## config.mk

```make
export PLATFORM = sky130hd
export DESIGN_NAME = dual_uart_host_port
export DESIGN_NICKNAME = d
export VERILOG_FILES = /design/src/uart_host_pkg.sv /design/src/byte_fifo.sv /design/src/dual_uart_host_port.sv
export SDC_FILE = /design/constraint.sdc
export NUM_CORES = 1
export LEC_CHECK = 0
export BUFFER_PORTS_ARGS = -buffer_cell sky130_fd_sc_hd__buf_2
export CORE_MARGIN = 2
export CORE_UTILIZATION = 50
export DETAILED_ROUTE_END_ITERATION = 12
export PLACE_DENSITY = 0.73
export SYNTH_ARGS = -nofsm -noshare
export SYNTH_HDL_FRONTEND = slang
export SYNTH_HIERARCHICAL = 1
export SYNTH_SLANG_ARGS = --single-unit
```

## constraint.sdc

```tcl
create_clock -name clk_in -period 3.8 [get_ports clk_in]
set_input_delay 0.38 -clock clk_in [delete_from_list [all_inputs] [get_ports clk_in]]
set_output_delay 0.38 -clock clk_in [all_outputs]
set_load 0.005 [all_outputs]
```

## src/uart_host_pkg.sv

```systemverilog
// shared constants for the dual serial channel host port
package uart_host_pkg;

  // channel count and register offsets within a channel
  localparam int         NCH          = 2;
  localparam logic [2:0] A_DATA       = 3'h0;
  localparam logic [2:0] A_INT_EN     = 3'h1;
  localparam logic [2:0] A_INT_FIFO   = 3'h2;
  localparam logic [2:0] A_LINE_CTRL  = 3'h3;
  localparam logic [2:0] A_MODEM_CTRL = 3'h4;
  localparam logic [2:0] A_LINE_STAT  = 3'h5;
  localparam logic [2:0] A_MODEM_STAT = 3'h6;
  localparam logic [2:0] A_SCRATCH    = 3'h7;

  // line control value that opens the alternate-function register
  localparam logic [7:0] ALT_KEY      = 8'hBF;

  // field positions
  localparam int DIVLATCH_BIT = 7;
  localparam int FIFO_EN_BIT  = 0;
  localparam int RX_CLR_BIT   = 1;
  localparam int TX_CLR_BIT   = 2;
  localparam int BLOCK_BIT    = 3;
  localparam int OUT2_BIT     = 3;
  localparam int RX_IE_BIT    = 0;
  localparam int TX_IE_BIT    = 1;
  localparam int BCAST_BIT    = 0;

  // fifo control bits that are stored, clear bits self-clear
  localparam logic [7:0] FIFO_KEEP = 8'hF9;

  // multi-function output codes
  localparam logic [1:0] MF_RECEIVE_READY_N = 2'h2;
  localparam logic [1:0] MF_BAUD  = 2'h1;

  // fifo depths and receive trigger levels
  localparam logic [4:0] FIFO_DEPTH = 5'h10;
  localparam logic [4:0] HOLD_DEPTH = 5'h01;
  localparam logic [3:0][4:0] TRIG_LVL = {5'h0E, 5'h08, 5'h04, 5'h01};

  // interrupt status codes and reset values
  localparam logic [3:0] INT_NONE = 4'h1;
  localparam logic [3:0] INT_RXTO = 4'hC;
  localparam logic [3:0] INT_RXDA = 4'h4;
  localparam logic [3:0] INT_TXE  = 4'h2;
  localparam logic [7:0] REG_RST  = 8'h00;

  // reset pulse width
  localparam int RST_MIN_NS    = 40;
  localparam int CLK_PERIOD_NS = 50;
  localparam int RST_MIN_CYC   = (RST_MIN_NS + CLK_PERIOD_NS - 1) / CLK_PERIOD_NS < 1 ?
                                 1 : (RST_MIN_NS + CLK_PERIOD_NS - 1) / CLK_PERIOD_NS;

endpackage

```

## src/byte_fifo.sv

```systemverilog
// sixteen-entry byte fifo used for each transmit and receive path
`timescale 1ns/1ps
module byte_fifo
  import uart_host_pkg::*;
(
  // clock and reset
  input  wire logic       clk_in,
  input  wire logic       rst_n_in,
  // control
  input  wire logic       clear_in,
  input  wire logic       push_in,
  input  wire logic [7:0] push_data_in,
  input  wire logic       pop_in,
  // status
  output logic      [7:0] head_out,
  output logic      [4:0] count_out
);

  typedef struct packed {
    logic [15:0][7:0] mem;
    logic [3:0]       wr;
    logic [3:0]       rd;
    logic [4:0]       cnt;
  } fifo_t;

  fifo_t st_q;
  fifo_t st_d;

  // pointers wrap naturally at sixteen; caller never pushes when full
  always_comb begin
    st_d = st_q;
    if (push_in) begin
      st_d.mem[st_q.wr] = push_data_in;
      st_d.wr = st_q.wr + 4'h1;
    end
    if (pop_in) begin
      st_d.rd = st_q.rd + 4'h1;
    end
    st_d.cnt = st_q.cnt + {4'h0, push_in} - {4'h0, pop_in};
    if (!rst_n_in || clear_in) begin
      st_d.wr  = 4'h0;
      st_d.rd  = 4'h0;
      st_d.cnt = 5'h00;
    end
  end

  always_ff @(posedge clk_in) begin
    st_q <= st_d;
  end

  assign head_out  = st_q.mem[st_q.rd];
  assign count_out = st_q.cnt;

  // occupancy never passes the depth
  fifo_bound_a: assert property (@(posedge clk_in) disable iff (!rst_n_in)
    st_q.cnt <= FIFO_DEPTH)
    else $error("fifo count above depth");

endmodule

```

## src/dual_uart_host_port.sv

```systemverilog
// host bus front end, register sets and ready/interrupt pins of two serial channels
//
// Operation
// - host bus: 8 data bits, 3 address lines, chip select, read and write strobes
// - bus cycles are timed by select and strobes only, no oscillator needed
// - both channels share one data bus, each access goes to one channel except broadcast writes
// - reset longer than 40 ns returns registers and serial outputs to defaults
// - select high ignores bus; pick 1 means channel A, 0 means channel B
// - each channel owns a full register set with holding, control and status
// - broadcast bit 0 makes every write reach both channels
// - alternate bits choose receive-ready, general output two or baud clock
// - fifo control bit 3 picks single-character or block-transfer signalling
// - block mode receive-ready falls at trigger or timeout, rises when empty
// - block mode transmit-ready is high when full, low with any free slot
// - single-character fifo mode: transmit-ready low when empty, high with data
// - interrupt reflects transmit empty: holding register or whole fifo
// - with fifo, receive interrupt rises once the trigger level is reached
// - line status bits 5 and 6 report transmit room and transmitter empty
// - one oscillator feeds both baud generators, bus does not depend on it
// - during reset serial output held at 1, receive input ignored
`timescale 1ns/1ps
module dual_uart_host_port
  import uart_host_pkg::*;
(
  // clock and reset
  input  wire logic                clk_in,
  input  wire logic                rst_n_in,
  // host bus
  input  wire logic                chip_select_n_in,
  input  wire logic                read_strobe_n_in,
  input  wire logic                write_strobe_n_in,
  input  wire logic [2:0]          addr_in,
  input  wire logic                channel_pick_in,
  input  wire logic [7:0]          data_in,
  output logic      [7:0]          data_out,
  output logic                     data_oe_out,
  // serial engine side, index 0 is channel A
  input  wire logic [NCH-1:0]      tx_pop_in,
  input  wire logic [NCH-1:0]      tsr_empty_in,
  input  wire logic [NCH-1:0]      tx_bit_in,
  input  wire logic [NCH-1:0]      rx_push_in,
  input  wire logic [NCH-1:0][7:0] rx_byte_in,
  input  wire logic [NCH-1:0]      rx_timeout_in,
  input  wire logic [NCH-1:0]      baud_tick_in,
  input  wire logic [NCH-1:0][7:0] modem_status_in,
  output logic      [NCH-1:0][7:0] tx_byte_out,
  output logic      [NCH-1:0][15:0] divisor_out,
  output logic      [NCH-1:0]      serial_tx_out,
  // oscillator
  input  wire logic                osc_in,
  output logic                     osc_out,
  // status pins
  output logic      [NCH-1:0]      transmit_ready_n_out,
  output logic      [NCH-1:0]      multi_function_n_out,
  output logic                     channel_a_irq_out,
  output logic                     channel_b_irq_out
);

  typedef enum logic {B_IDLE, B_HOLD} bus_t;

  typedef struct packed {
    bus_t                bus;
    logic [7:0]          dout;
    logic [7:0]          alt_func;
    logic [NCH-1:0][7:0] int_en;
    logic [NCH-1:0][7:0] line_ctrl;
    logic [NCH-1:0][7:0] modem_ctrl;
    logic [NCH-1:0][7:0] scratch;
    logic [NCH-1:0][7:0] div_low;
    logic [NCH-1:0][7:0] div_high;
    logic [NCH-1:0][7:0] fifo_ctrl;
    logic [NCH-1:0]      transmit_ready_n_n;
    logic [NCH-1:0]      receive_ready_n_n;
    logic [NCH-1:0]      irq;
    logic [NCH-1:0]      line;
    logic [NCH-1:0]      mf_n;
    logic [NCH-1:0]      baud_n;
  } st_t;

  st_t st_q;
  st_t st_d;

  // strobes of the current cycle and per-channel fifo controls
  logic                wr_go;
  logic                rd_go;
  logic                pick;
  logic [NCH-1:0]      we;
  logic [NCH-1:0]      tx_push;
  logic [NCH-1:0]      tx_pop;
  logic [NCH-1:0]      tx_clr;
  logic [NCH-1:0]      rx_push;
  logic [NCH-1:0]      rx_pop;
  logic [NCH-1:0]      rx_clr;
  logic [NCH-1:0]      tx_full;
  logic [NCH-1:0]      fen;
  logic [NCH-1:0]      blk;
  logic [NCH-1:0]      dlab;
  logic [NCH-1:0]      alt_open;
  logic [NCH-1:0]      rx_hit;
  logic [NCH-1:0][4:0] trig;
  logic [NCH-1:0][4:0] tx_cnt;
  logic [NCH-1:0][4:0] rx_cnt;
  logic [NCH-1:0][7:0] rx_head;
  logic [NCH-1:0][7:0] stat_v;
  logic [NCH-1:0][7:0] intid_v;
  logic [NCH-1:0][7:0] rd_v;

  // one transmit and one receive fifo per channel
  for (genvar g = 0; g < NCH; g++) begin : g_ch
    byte_fifo u_tx (
      .clk_in       (clk_in),
      .rst_n_in     (rst_n_in),
      .clear_in     (tx_clr[g]),
      .push_in      (tx_push[g]),
      .push_data_in (data_in),
      .pop_in       (tx_pop[g]),
      .head_out     (tx_byte_out[g]),
      .count_out    (tx_cnt[g])
    );
    byte_fifo u_rx (
      .clk_in       (clk_in),
      .rst_n_in     (rst_n_in),
      .clear_in     (rx_clr[g]),
      .push_in      (rx_push[g]),
      .push_data_in (rx_byte_in[g]),
      .pop_in       (rx_pop[g]),
      .head_out     (rx_head[g]),
      .count_out    (rx_cnt[g])
    );
  end

  // whole next-state computation
  always_comb begin
    st_d  = st_q;
    wr_go = 1'h0;
    rd_go = 1'h0;
    // channel index: pick 1 is A (index 0), pick 0 is B
    pick  = ~channel_pick_in;
    // one action per strobe; strobes sampled, no oscillator involved
    case (st_q.bus)
      B_IDLE: begin
        if (!chip_select_n_in && !write_strobe_n_in) begin
          wr_go      = 1'h1;
          st_d.bus   = B_HOLD;
        end else if (!chip_select_n_in && !read_strobe_n_in) begin
          rd_go      = 1'h1;
          st_d.bus   = B_HOLD;
        end
      end
      B_HOLD: begin
        if (chip_select_n_in || (read_strobe_n_in && write_strobe_n_in)) begin
          st_d.bus = B_IDLE;
        end
      end
      default: begin
        st_d.bus = B_IDLE;
      end
    endcase

    for (int ch = 0; ch < NCH; ch++) begin
      fen[ch]      = st_q.fifo_ctrl[ch][FIFO_EN_BIT];
      blk[ch]      = fen[ch] && st_q.fifo_ctrl[ch][BLOCK_BIT];
      dlab[ch]     = st_q.line_ctrl[ch][DIVLATCH_BIT];
      alt_open[ch] = st_q.line_ctrl[ch] == ALT_KEY;
      trig[ch]     = TRIG_LVL[st_q.fifo_ctrl[ch][7:6]];
      // fifo off behaves as a single holding register
      tx_full[ch]  = tx_cnt[ch] >= (fen[ch] ? FIFO_DEPTH : HOLD_DEPTH);
      rx_hit[ch]   = fen[ch] ? (rx_cnt[ch] >= trig[ch]) ||
                     (rx_timeout_in[ch] && rx_cnt[ch] != 5'h00) :
                     rx_cnt[ch] != 5'h00;
      // broadcast only applies to writes, reads keep the pick
      we[ch]       = wr_go && (st_q.alt_func[BCAST_BIT] || pick == 1'(ch));
      tx_push[ch]  = we[ch] && addr_in == A_DATA && !dlab[ch] && !tx_full[ch];
      tx_pop[ch]   = tx_pop_in[ch] && tx_cnt[ch] != 5'h00;
      // receive side ignored while reset is held
      rx_push[ch]  = rst_n_in && rx_push_in[ch] &&
                     rx_cnt[ch] < (fen[ch] ? FIFO_DEPTH : HOLD_DEPTH);
      rx_pop[ch]   = rd_go && pick == 1'(ch) && addr_in == A_DATA &&
                     !dlab[ch] && rx_cnt[ch] != 5'h00;
      tx_clr[ch]   = !rst_n_in;
      rx_clr[ch]   = !rst_n_in;

      // line status: room in transmitter, transmitter empty, data ready
      stat_v[ch]   = {1'h0, tx_cnt[ch] == 5'h00 && tsr_empty_in[ch],
                      tx_cnt[ch] == 5'h00, 4'h0, rx_cnt[ch] != 5'h00};
      // interrupt identity, receive has priority over transmit
      intid_v[ch]  = {{2{fen[ch]}}, 2'h0, INT_NONE};
      if (st_q.int_en[ch][RX_IE_BIT] && rx_hit[ch]) begin
        intid_v[ch][3:0] = (rx_timeout_in[ch] && rx_cnt[ch] != 5'h00) ?
                           INT_RXTO : INT_RXDA;
      end else if (st_q.int_en[ch][TX_IE_BIT] && tx_cnt[ch] == 5'h00) begin
        intid_v[ch][3:0] = INT_TXE;
      end

      // eight locations per channel
      case (addr_in)
        A_DATA:       rd_v[ch] = dlab[ch] ? st_q.div_low[ch] : rx_head[ch];
        A_INT_EN:     rd_v[ch] = dlab[ch] ? st_q.div_high[ch] : st_q.int_en[ch];
        A_INT_FIFO:   rd_v[ch] = alt_open[ch] ? st_q.alt_func : intid_v[ch];
        A_LINE_CTRL:  rd_v[ch] = st_q.line_ctrl[ch];
        A_MODEM_CTRL: rd_v[ch] = st_q.modem_ctrl[ch];
        A_LINE_STAT:  rd_v[ch] = stat_v[ch];
        A_MODEM_STAT: rd_v[ch] = modem_status_in[ch];
        A_SCRATCH:    rd_v[ch] = st_q.scratch[ch];
        default:      rd_v[ch] = REG_RST;
      endcase

      // register writes for this channel
      if (we[ch]) begin
        case (addr_in)
          A_DATA: begin
            if (dlab[ch]) begin
              st_d.div_low[ch] = data_in;
            end
          end
          A_INT_EN: begin
            if (dlab[ch]) begin
              st_d.div_high[ch] = data_in;
            end else begin
              st_d.int_en[ch] = data_in;
            end
          end
          A_INT_FIFO: begin
            if (alt_open[ch]) begin
              st_d.alt_func = data_in;
            end else begin
              st_d.fifo_ctrl[ch] = data_in & FIFO_KEEP;
              // toggling the fifo enable flushes both fifos
              tx_clr[ch] = data_in[TX_CLR_BIT] ||
                           data_in[FIFO_EN_BIT] != fen[ch];
              rx_clr[ch] = data_in[RX_CLR_BIT] ||
                           data_in[FIFO_EN_BIT] != fen[ch];
            end
          end
          A_LINE_CTRL:  st_d.line_ctrl[ch] = data_in;
          A_MODEM_CTRL: st_d.modem_ctrl[ch] = data_in;
          A_SCRATCH:    st_d.scratch[ch] = data_in;
          default: begin
            st_d.scratch[ch] = st_q.scratch[ch];
          end
        endcase
      end

      // transmit-ready pin by fifo mode
      if (blk[ch]) begin
        st_d.transmit_ready_n_n[ch] = tx_cnt[ch] == FIFO_DEPTH;
      end else begin
        st_d.transmit_ready_n_n[ch] = tx_cnt[ch] != 5'h00;
      end

      // receive-ready: block mode latches low until the fifo empties
      if (rx_cnt[ch] == 5'h00) begin
        st_d.receive_ready_n_n[ch] = 1'h1;
      end else if (!blk[ch] || rx_cnt[ch] >= trig[ch] || rx_timeout_in[ch]) begin
        st_d.receive_ready_n_n[ch] = 1'h0;
      end

      // interrupt pin: transmit empty or receive data per enables
      st_d.irq[ch] = (st_q.int_en[ch][TX_IE_BIT] && tx_cnt[ch] == 5'h00) ||
                     (st_q.int_en[ch][RX_IE_BIT] && rx_hit[ch]);

      // serial line and baud clock from the engine
      st_d.line[ch]   = tx_bit_in[ch];
      st_d.baud_n[ch] = ~baud_tick_in[ch];

      // shared multi-function pin; baud code sits on bits 1:0
      if (st_q.alt_func[2:1] == MF_RECEIVE_READY_N) begin
        st_d.mf_n[ch] = st_q.receive_ready_n_n[ch];
      end else if (st_q.alt_func[1:0] == MF_BAUD) begin
        st_d.mf_n[ch] = st_q.baud_n[ch];
      end else begin
        st_d.mf_n[ch] = ~st_q.modem_ctrl[ch][OUT2_BIT];
      end
    end

    // reads follow the pick even in broadcast mode
    if (rd_go) begin
      st_d.dout = rd_v[pick];
    end

    // one sampled low edge exceeds the 40 ns minimum at this rate
    if (!rst_n_in) begin
      st_d            = '0;
      st_d.bus        = B_IDLE;
      st_d.alt_func   = REG_RST;
      st_d.line       = '1;
      st_d.receive_ready_n_n    = '1;
      st_d.mf_n       = '1;
      st_d.baud_n     = '1;
    end
  end

  always_ff @(posedge clk_in) begin
    st_q <= st_d;
  end

  // output drive, data pins straight from flip-flops, their enable straight from select and read strobe
  assign data_out             = st_q.dout;
  assign data_oe_out          = !chip_select_n_in && !read_strobe_n_in;
  assign serial_tx_out        = st_q.line;
  assign transmit_ready_n_out = st_q.transmit_ready_n_n;
  assign multi_function_n_out = st_q.mf_n;
  assign channel_a_irq_out    = st_q.irq[0];
  assign channel_b_irq_out    = st_q.irq[1];
  // crystal input buffered out for both baud generators
  assign osc_out              = osc_in;

  for (genvar g = 0; g < NCH; g++) begin : g_div
    assign divisor_out[g] = {st_q.div_high[g], st_q.div_low[g]};
  end

  // deselected bus never drives
  bus_idle_a: assert property (@(posedge clk_in) disable iff (!rst_n_in)
    chip_select_n_in |-> !data_oe_out)
    else $error("data bus driven while deselected");

  // reset forces line high and clears alternate bits
  reset_state_a: assert property (@(posedge clk_in)
    !rst_n_in |=> (serial_tx_out == 2'h3 && st_q.alt_func == 8'h00))
    else $error("reset left line or registers set");

  // broadcast write lands in both scratch registers
  bcast_write_a: assert property (@(posedge clk_in) disable iff (!rst_n_in)
    (wr_go && st_q.alt_func[BCAST_BIT] && addr_in == A_SCRATCH) |=>
    (st_q.scratch[0] == $past(data_in) && st_q.scratch[1] == $past(data_in)))
    else $error("broadcast write missed a channel");

  // read of channel B scratch follows the pick
  pick_read_a: assert property (@(posedge clk_in) disable iff (!rst_n_in)
    (rd_go && !channel_pick_in && addr_in == A_SCRATCH) |=>
    data_out == $past(st_q.scratch[1]))
    else $error("read did not follow channel pick");

  // block mode transmit-ready high when full
  tx_block_a: assert property (@(posedge clk_in) disable iff (!rst_n_in)
    (blk[0] && tx_cnt[0] == FIFO_DEPTH) |=> transmit_ready_n_out[0])
    else $error("transmit-ready low with full fifo");

  // single-character mode transmit-ready low when empty
  tx_single_a: assert property (@(posedge clk_in) disable iff (!rst_n_in)
    (fen[0] && !blk[0] && tx_cnt[0] == 5'h00) |=> !transmit_ready_n_out[0])
    else $error("transmit-ready high with empty fifo");

  // fifo off: loaded holding register raises transmit-ready
  tx_hold_a: assert property (@(posedge clk_in) disable iff (!rst_n_in)
    (!fen[0] && tx_cnt[0] != 5'h00) |=> transmit_ready_n_out[0])
    else $error("transmit-ready low with loaded holding register");

  // block mode receive-ready falls at trigger, rises on empty
  rx_trigger_a: assert property (@(posedge clk_in) disable iff (!rst_n_in)
    (blk[0] && rx_cnt[0] >= trig[0] && rx_cnt[0] != 5'h00) |=> !st_q.receive_ready_n_n[0])
    else $error("receive-ready missed the trigger");

  rx_empty_a: assert property (@(posedge clk_in) disable iff (!rst_n_in)
    (rx_cnt[0] == 5'h00) |=> st_q.receive_ready_n_n[0])
    else $error("receive-ready low with empty fifo");

  // transmit empty raises the enabled interrupt
  tx_irq_a: assert property (@(posedge clk_in) disable iff (!rst_n_in)
    (st_q.int_en[0][TX_IE_BIT] && tx_cnt[0] == 5'h00) |=> channel_a_irq_out)
    else $error("interrupt low with transmitter empty");

  // receive trigger raises the enabled interrupt
  rx_irq_a: assert property (@(posedge clk_in) disable iff (!rst_n_in)
    (fen[0] && st_q.int_en[0][RX_IE_BIT] && rx_cnt[0] >= trig[0]) |=> channel_a_irq_out)
    else $error("interrupt low at receive trigger");

  // multi-function pin copies receive-ready in that code
  mf_select_a: assert property (@(posedge clk_in) disable iff (!rst_n_in)
    (st_q.alt_func[2:1] == MF_RECEIVE_READY_N) |=> multi_function_n_out[0] == $past(st_q.receive_ready_n_n[0]))
    else $error("multi-function pin not receive-ready");

  // line status read shows transmit room
  stat_read_a: assert property (@(posedge clk_in) disable iff (!rst_n_in)
    (rd_go && channel_pick_in && addr_in == A_LINE_STAT) |=>
    data_out[5] == $past(tx_cnt[0] == 5'h00))
    else $error("line status room bit wrong");

endmodule

```

==> impl_metrics.ini <==
[outcome]
outcome = complete, no violations

[sta]
setup_viol = 0
worstMarginPinSlew_ns = 1.18
hold_viol_final = 0
final-max-slew-violation-count = 0
maxSlewHeadroom_pct = 21.4
fmax_ghz = 0.304
rsz0062_at_grt = no
final.setup.tns_ns = 0
finClkSkew_ns = 0.0216
finalCriticalPeriod_ns = 3.29
period_share_pct = 86.5

[critical_path]
crit_fanout = 6
criticalPathCategory = in -> reg
arrival_ns = 3.76
crit_family = simple AND/OR/NAND/NOR gates
crit_top_cell = ha_1
required_ns = 4.28
crit_path_top_delay_cell = or4b_1
cp-start-kind = input port
cpPeakStageDelay_ns = 0.66
endpoint_kind = register
crit_buf_inv = 4
path_cells = dlygate4sd3_1 > buf_2 > or4b_1 > inv_2 > nand2_1 > nor4_1 > ha_1 > inv_1 > ha_1 > fa_1 > a21o_1 > a21oi_1 > xnor2_1 > nor2_1

[cts]
clk_pin_slew_ns = 0.06
tritoncts = built
ctsLongestPathBuffers = 3
cts.sinks = 697
root_buffer = clkbuf_16
cts_buffers = 72
cts_max_level = 3
worstSkewPairLatency_ns = 0.62

[logic_synthesis]
synthArstFlopShare_pct = 0
synth.distinct_cells = 75
ys_warn_count = 6
syn_avg_cell_area_um2 = 15.0
synth_edf_count = 512
ys_seq_elements = 697
syn_area_um2 = 30000
synth_fp_nets = 2119
synth_cells = 1999
ys.flop_type = edfxtp_1
synth_seq_area_share_pct = 63.5

[placed_design]
placed_area_um2 = 30800
dp_hpwl_um = 46700
port_buffers = 125
gp_congestion = 0.915

[final_layout]
register_area_um2 = 19100
nets = 2192
fill_cells = 4635
finish.instance_area_um2 = 33300
final_common_cell = edfxtp_1
drive_gt1_share_pct = 18.0
multiInputGateArea_um2 = 9580
area_growth_syn_to_layout_pct = 10.9
mostFrequentLayoutCells = 512 x edfxtp_1, 200 x nor2_1, 181 x dfxtp_1, 160 x mux2i_1, 125 x buf_2

[pwr]
internal-power_w = 0.0131
leakage_nw = 11.8
switching_share_pct = 22.5
clkPwrFrac_pct = 42.8
power.density_nw_per_um2 = 508
ir_drop_mv = 0.399
seqPwrFrac_pct = 49.0
p_comb_share_pct = 8.2
p_switching_w = 0.00381

[grt]
grt_overflow = 0
grt_max_degree = 64
grt_pass1_vias = 17300
grt_pass1_wl_um = 107000
antenna_found_initial = 7
grt_usage_pct = 22.7

[floorplanning]
start_util_pct = 50.7
core_um2 = 59200
num_rows = 89
fp.dieW_um = 249
die_h_um = 249
fp.dieArea_um2 = 62100
ios = 128

[routing]
vias = 17100
detail_route.wl_per_cell_um = 24.2
drc_errors = 0
drt_iter0_markers = 1602
drtAntennaViolNets = 0
first_pass_iters = 6
wl_um = 70400
vias_per_cell = 5.87

[hold_path]
min-delay-path-class = in -> reg

[flow_run]
maxCapViolations = 0
[logic make-up after synthesis]
| logic type | synth area share (%) |
|---|---|
| compound gates | 4.90 |
| xor+xnor | 1.17 |
| fa+ha+maj | 2.52 |
| buf+inv | 4.64 |
| flops | 63.5 |
| mux | 15.8 |
| simple gates | 7.53 |
[through the flow]
step	setup WS, ns	std cells	hold WS, ns	total power (W)	util, %
6_report	0.515	2906	0.118	0.0169	56.2
5_1_grt	0.343	2903	0.110	0.0175	56.2
4_1_cts	0.561	2903	0.0725	0.0171	56.2
3_3_place_gp	0.506	2765	0.471	0.00977	52.0
3_5_place_dp	0.436	2765	0.467	0.00983	52.0
2_1_floorplan	0.576	1999	0.437	0.00942	-
[timing repair]
action / 4_1_cts / 5_1_grt
hold buffers: 6 / 0
endpoints found under the hold margin: 5 / 0
buffers inserted: 0 / 0
resized for setup: 0 / 0
[area by class of cell]
type | instances | area share, %
Antenna cell | 3 | 0.0225
Clock inverter | 35 | 1.30
Timing Repair Buffer | 175 | 3.05
Tap cell | 773 | 2.90
Inverter | 56 | 0.638
Clock buffer | 97 | 6.05
Sequential cell | 697 | 57.3
Multi-Input combinational cell | 1070 | 28.8
[power by group through the flow]
stage	registers, W	clock network (W)	logic (W)
2_1_floorplan	0.00843	0	0.000997
3_3_place_gp	0.00846	0	0.00131
3_5_place_dp	0.00847	0	0.00137
4_1_cts	0.00830	0.00737	0.00138
5_1_grt	0.00831	0.00765	0.00151
6_report	0.00830	0.00724	0.00139
[worst paths after layout]
path | from | end | slack [ns] | depth (start not counted)
max reg2reg | st_q[140] | g_ch[0].u_rx/count_out[4] | 0.56 | 12
max | read_strobe_n_in | g_ch[0].u_rx/count_out[4] | 0.51 | 14
min | rx_timeout_in[1] | st_q[9] | 0.12 | 3
min reg2reg | st_q[111] | st_q[111] | 0.49 | 2
[tightest hold or removal path, stage by stage]
cell	delay, ns
buf_2	0.10
nand4b_1	0.11
o211ai_1	0.08
[layer usage]
| layer | wire length (um) | track usage [%] | vias to the layer above |
|---|---|---|---|
| met1 | 29000 | 29.7 | 8647 |
| met5 | 21 | 0 | - |
| met4 | 2740 | 8.43 | 4 |
| met3 | 4110 | 4.29 | 172 |
| li1 | - | - | 7669 |
| met2 | 34500 | 37.8 | 577 |
[registers in the layout, summed over array words and instances (netlist names), 2 cells and up]
| register | count |
|---|---|
| divisor_out | 32 |
| st_q | 81 |
| dlab | 2 |
| fen | 2 |
| serial_tx_out | 2 |
| g_ch.u_tx/st_q | 272 |
| transmit_ready_n_out | 2 |
| multi_function_n_out | 2 |
| g_ch.u_rx/st_q | 272 |
| data_out | 8 |
| g_ch.u_rx/count_out | 10 |
| g_ch.u_tx/count_out | 10 |
[cell usage after synthesis (all sizes together) (9+ instances only)]
library cell     n  share of area, %
a211oi           9              0.22
a21o            12              0.30
a21oi           42              0.70
a221oi          12              0.37
a22oi           67               1.7
and2            70               1.5
and3             9              0.19
buf            113               2.9
clkbuf          51              0.64
clkdlybuf4s25   12              0.40
dfxtp          185                12
edfxtp         512                51
ha              54               2.2
inv             56              0.70
mux2i          160               5.3
mux4           129                10
nand2           84               1.0
nand2b          15              0.31
nand3           12              0.20
nand4           14              0.29
nor2           201               2.5
nor2b           11              0.23
nor3            17              0.32
o21ai           21              0.35
xnor2           17              0.50
xor2            23              0.67
Power figures use the tool's default switching activity.
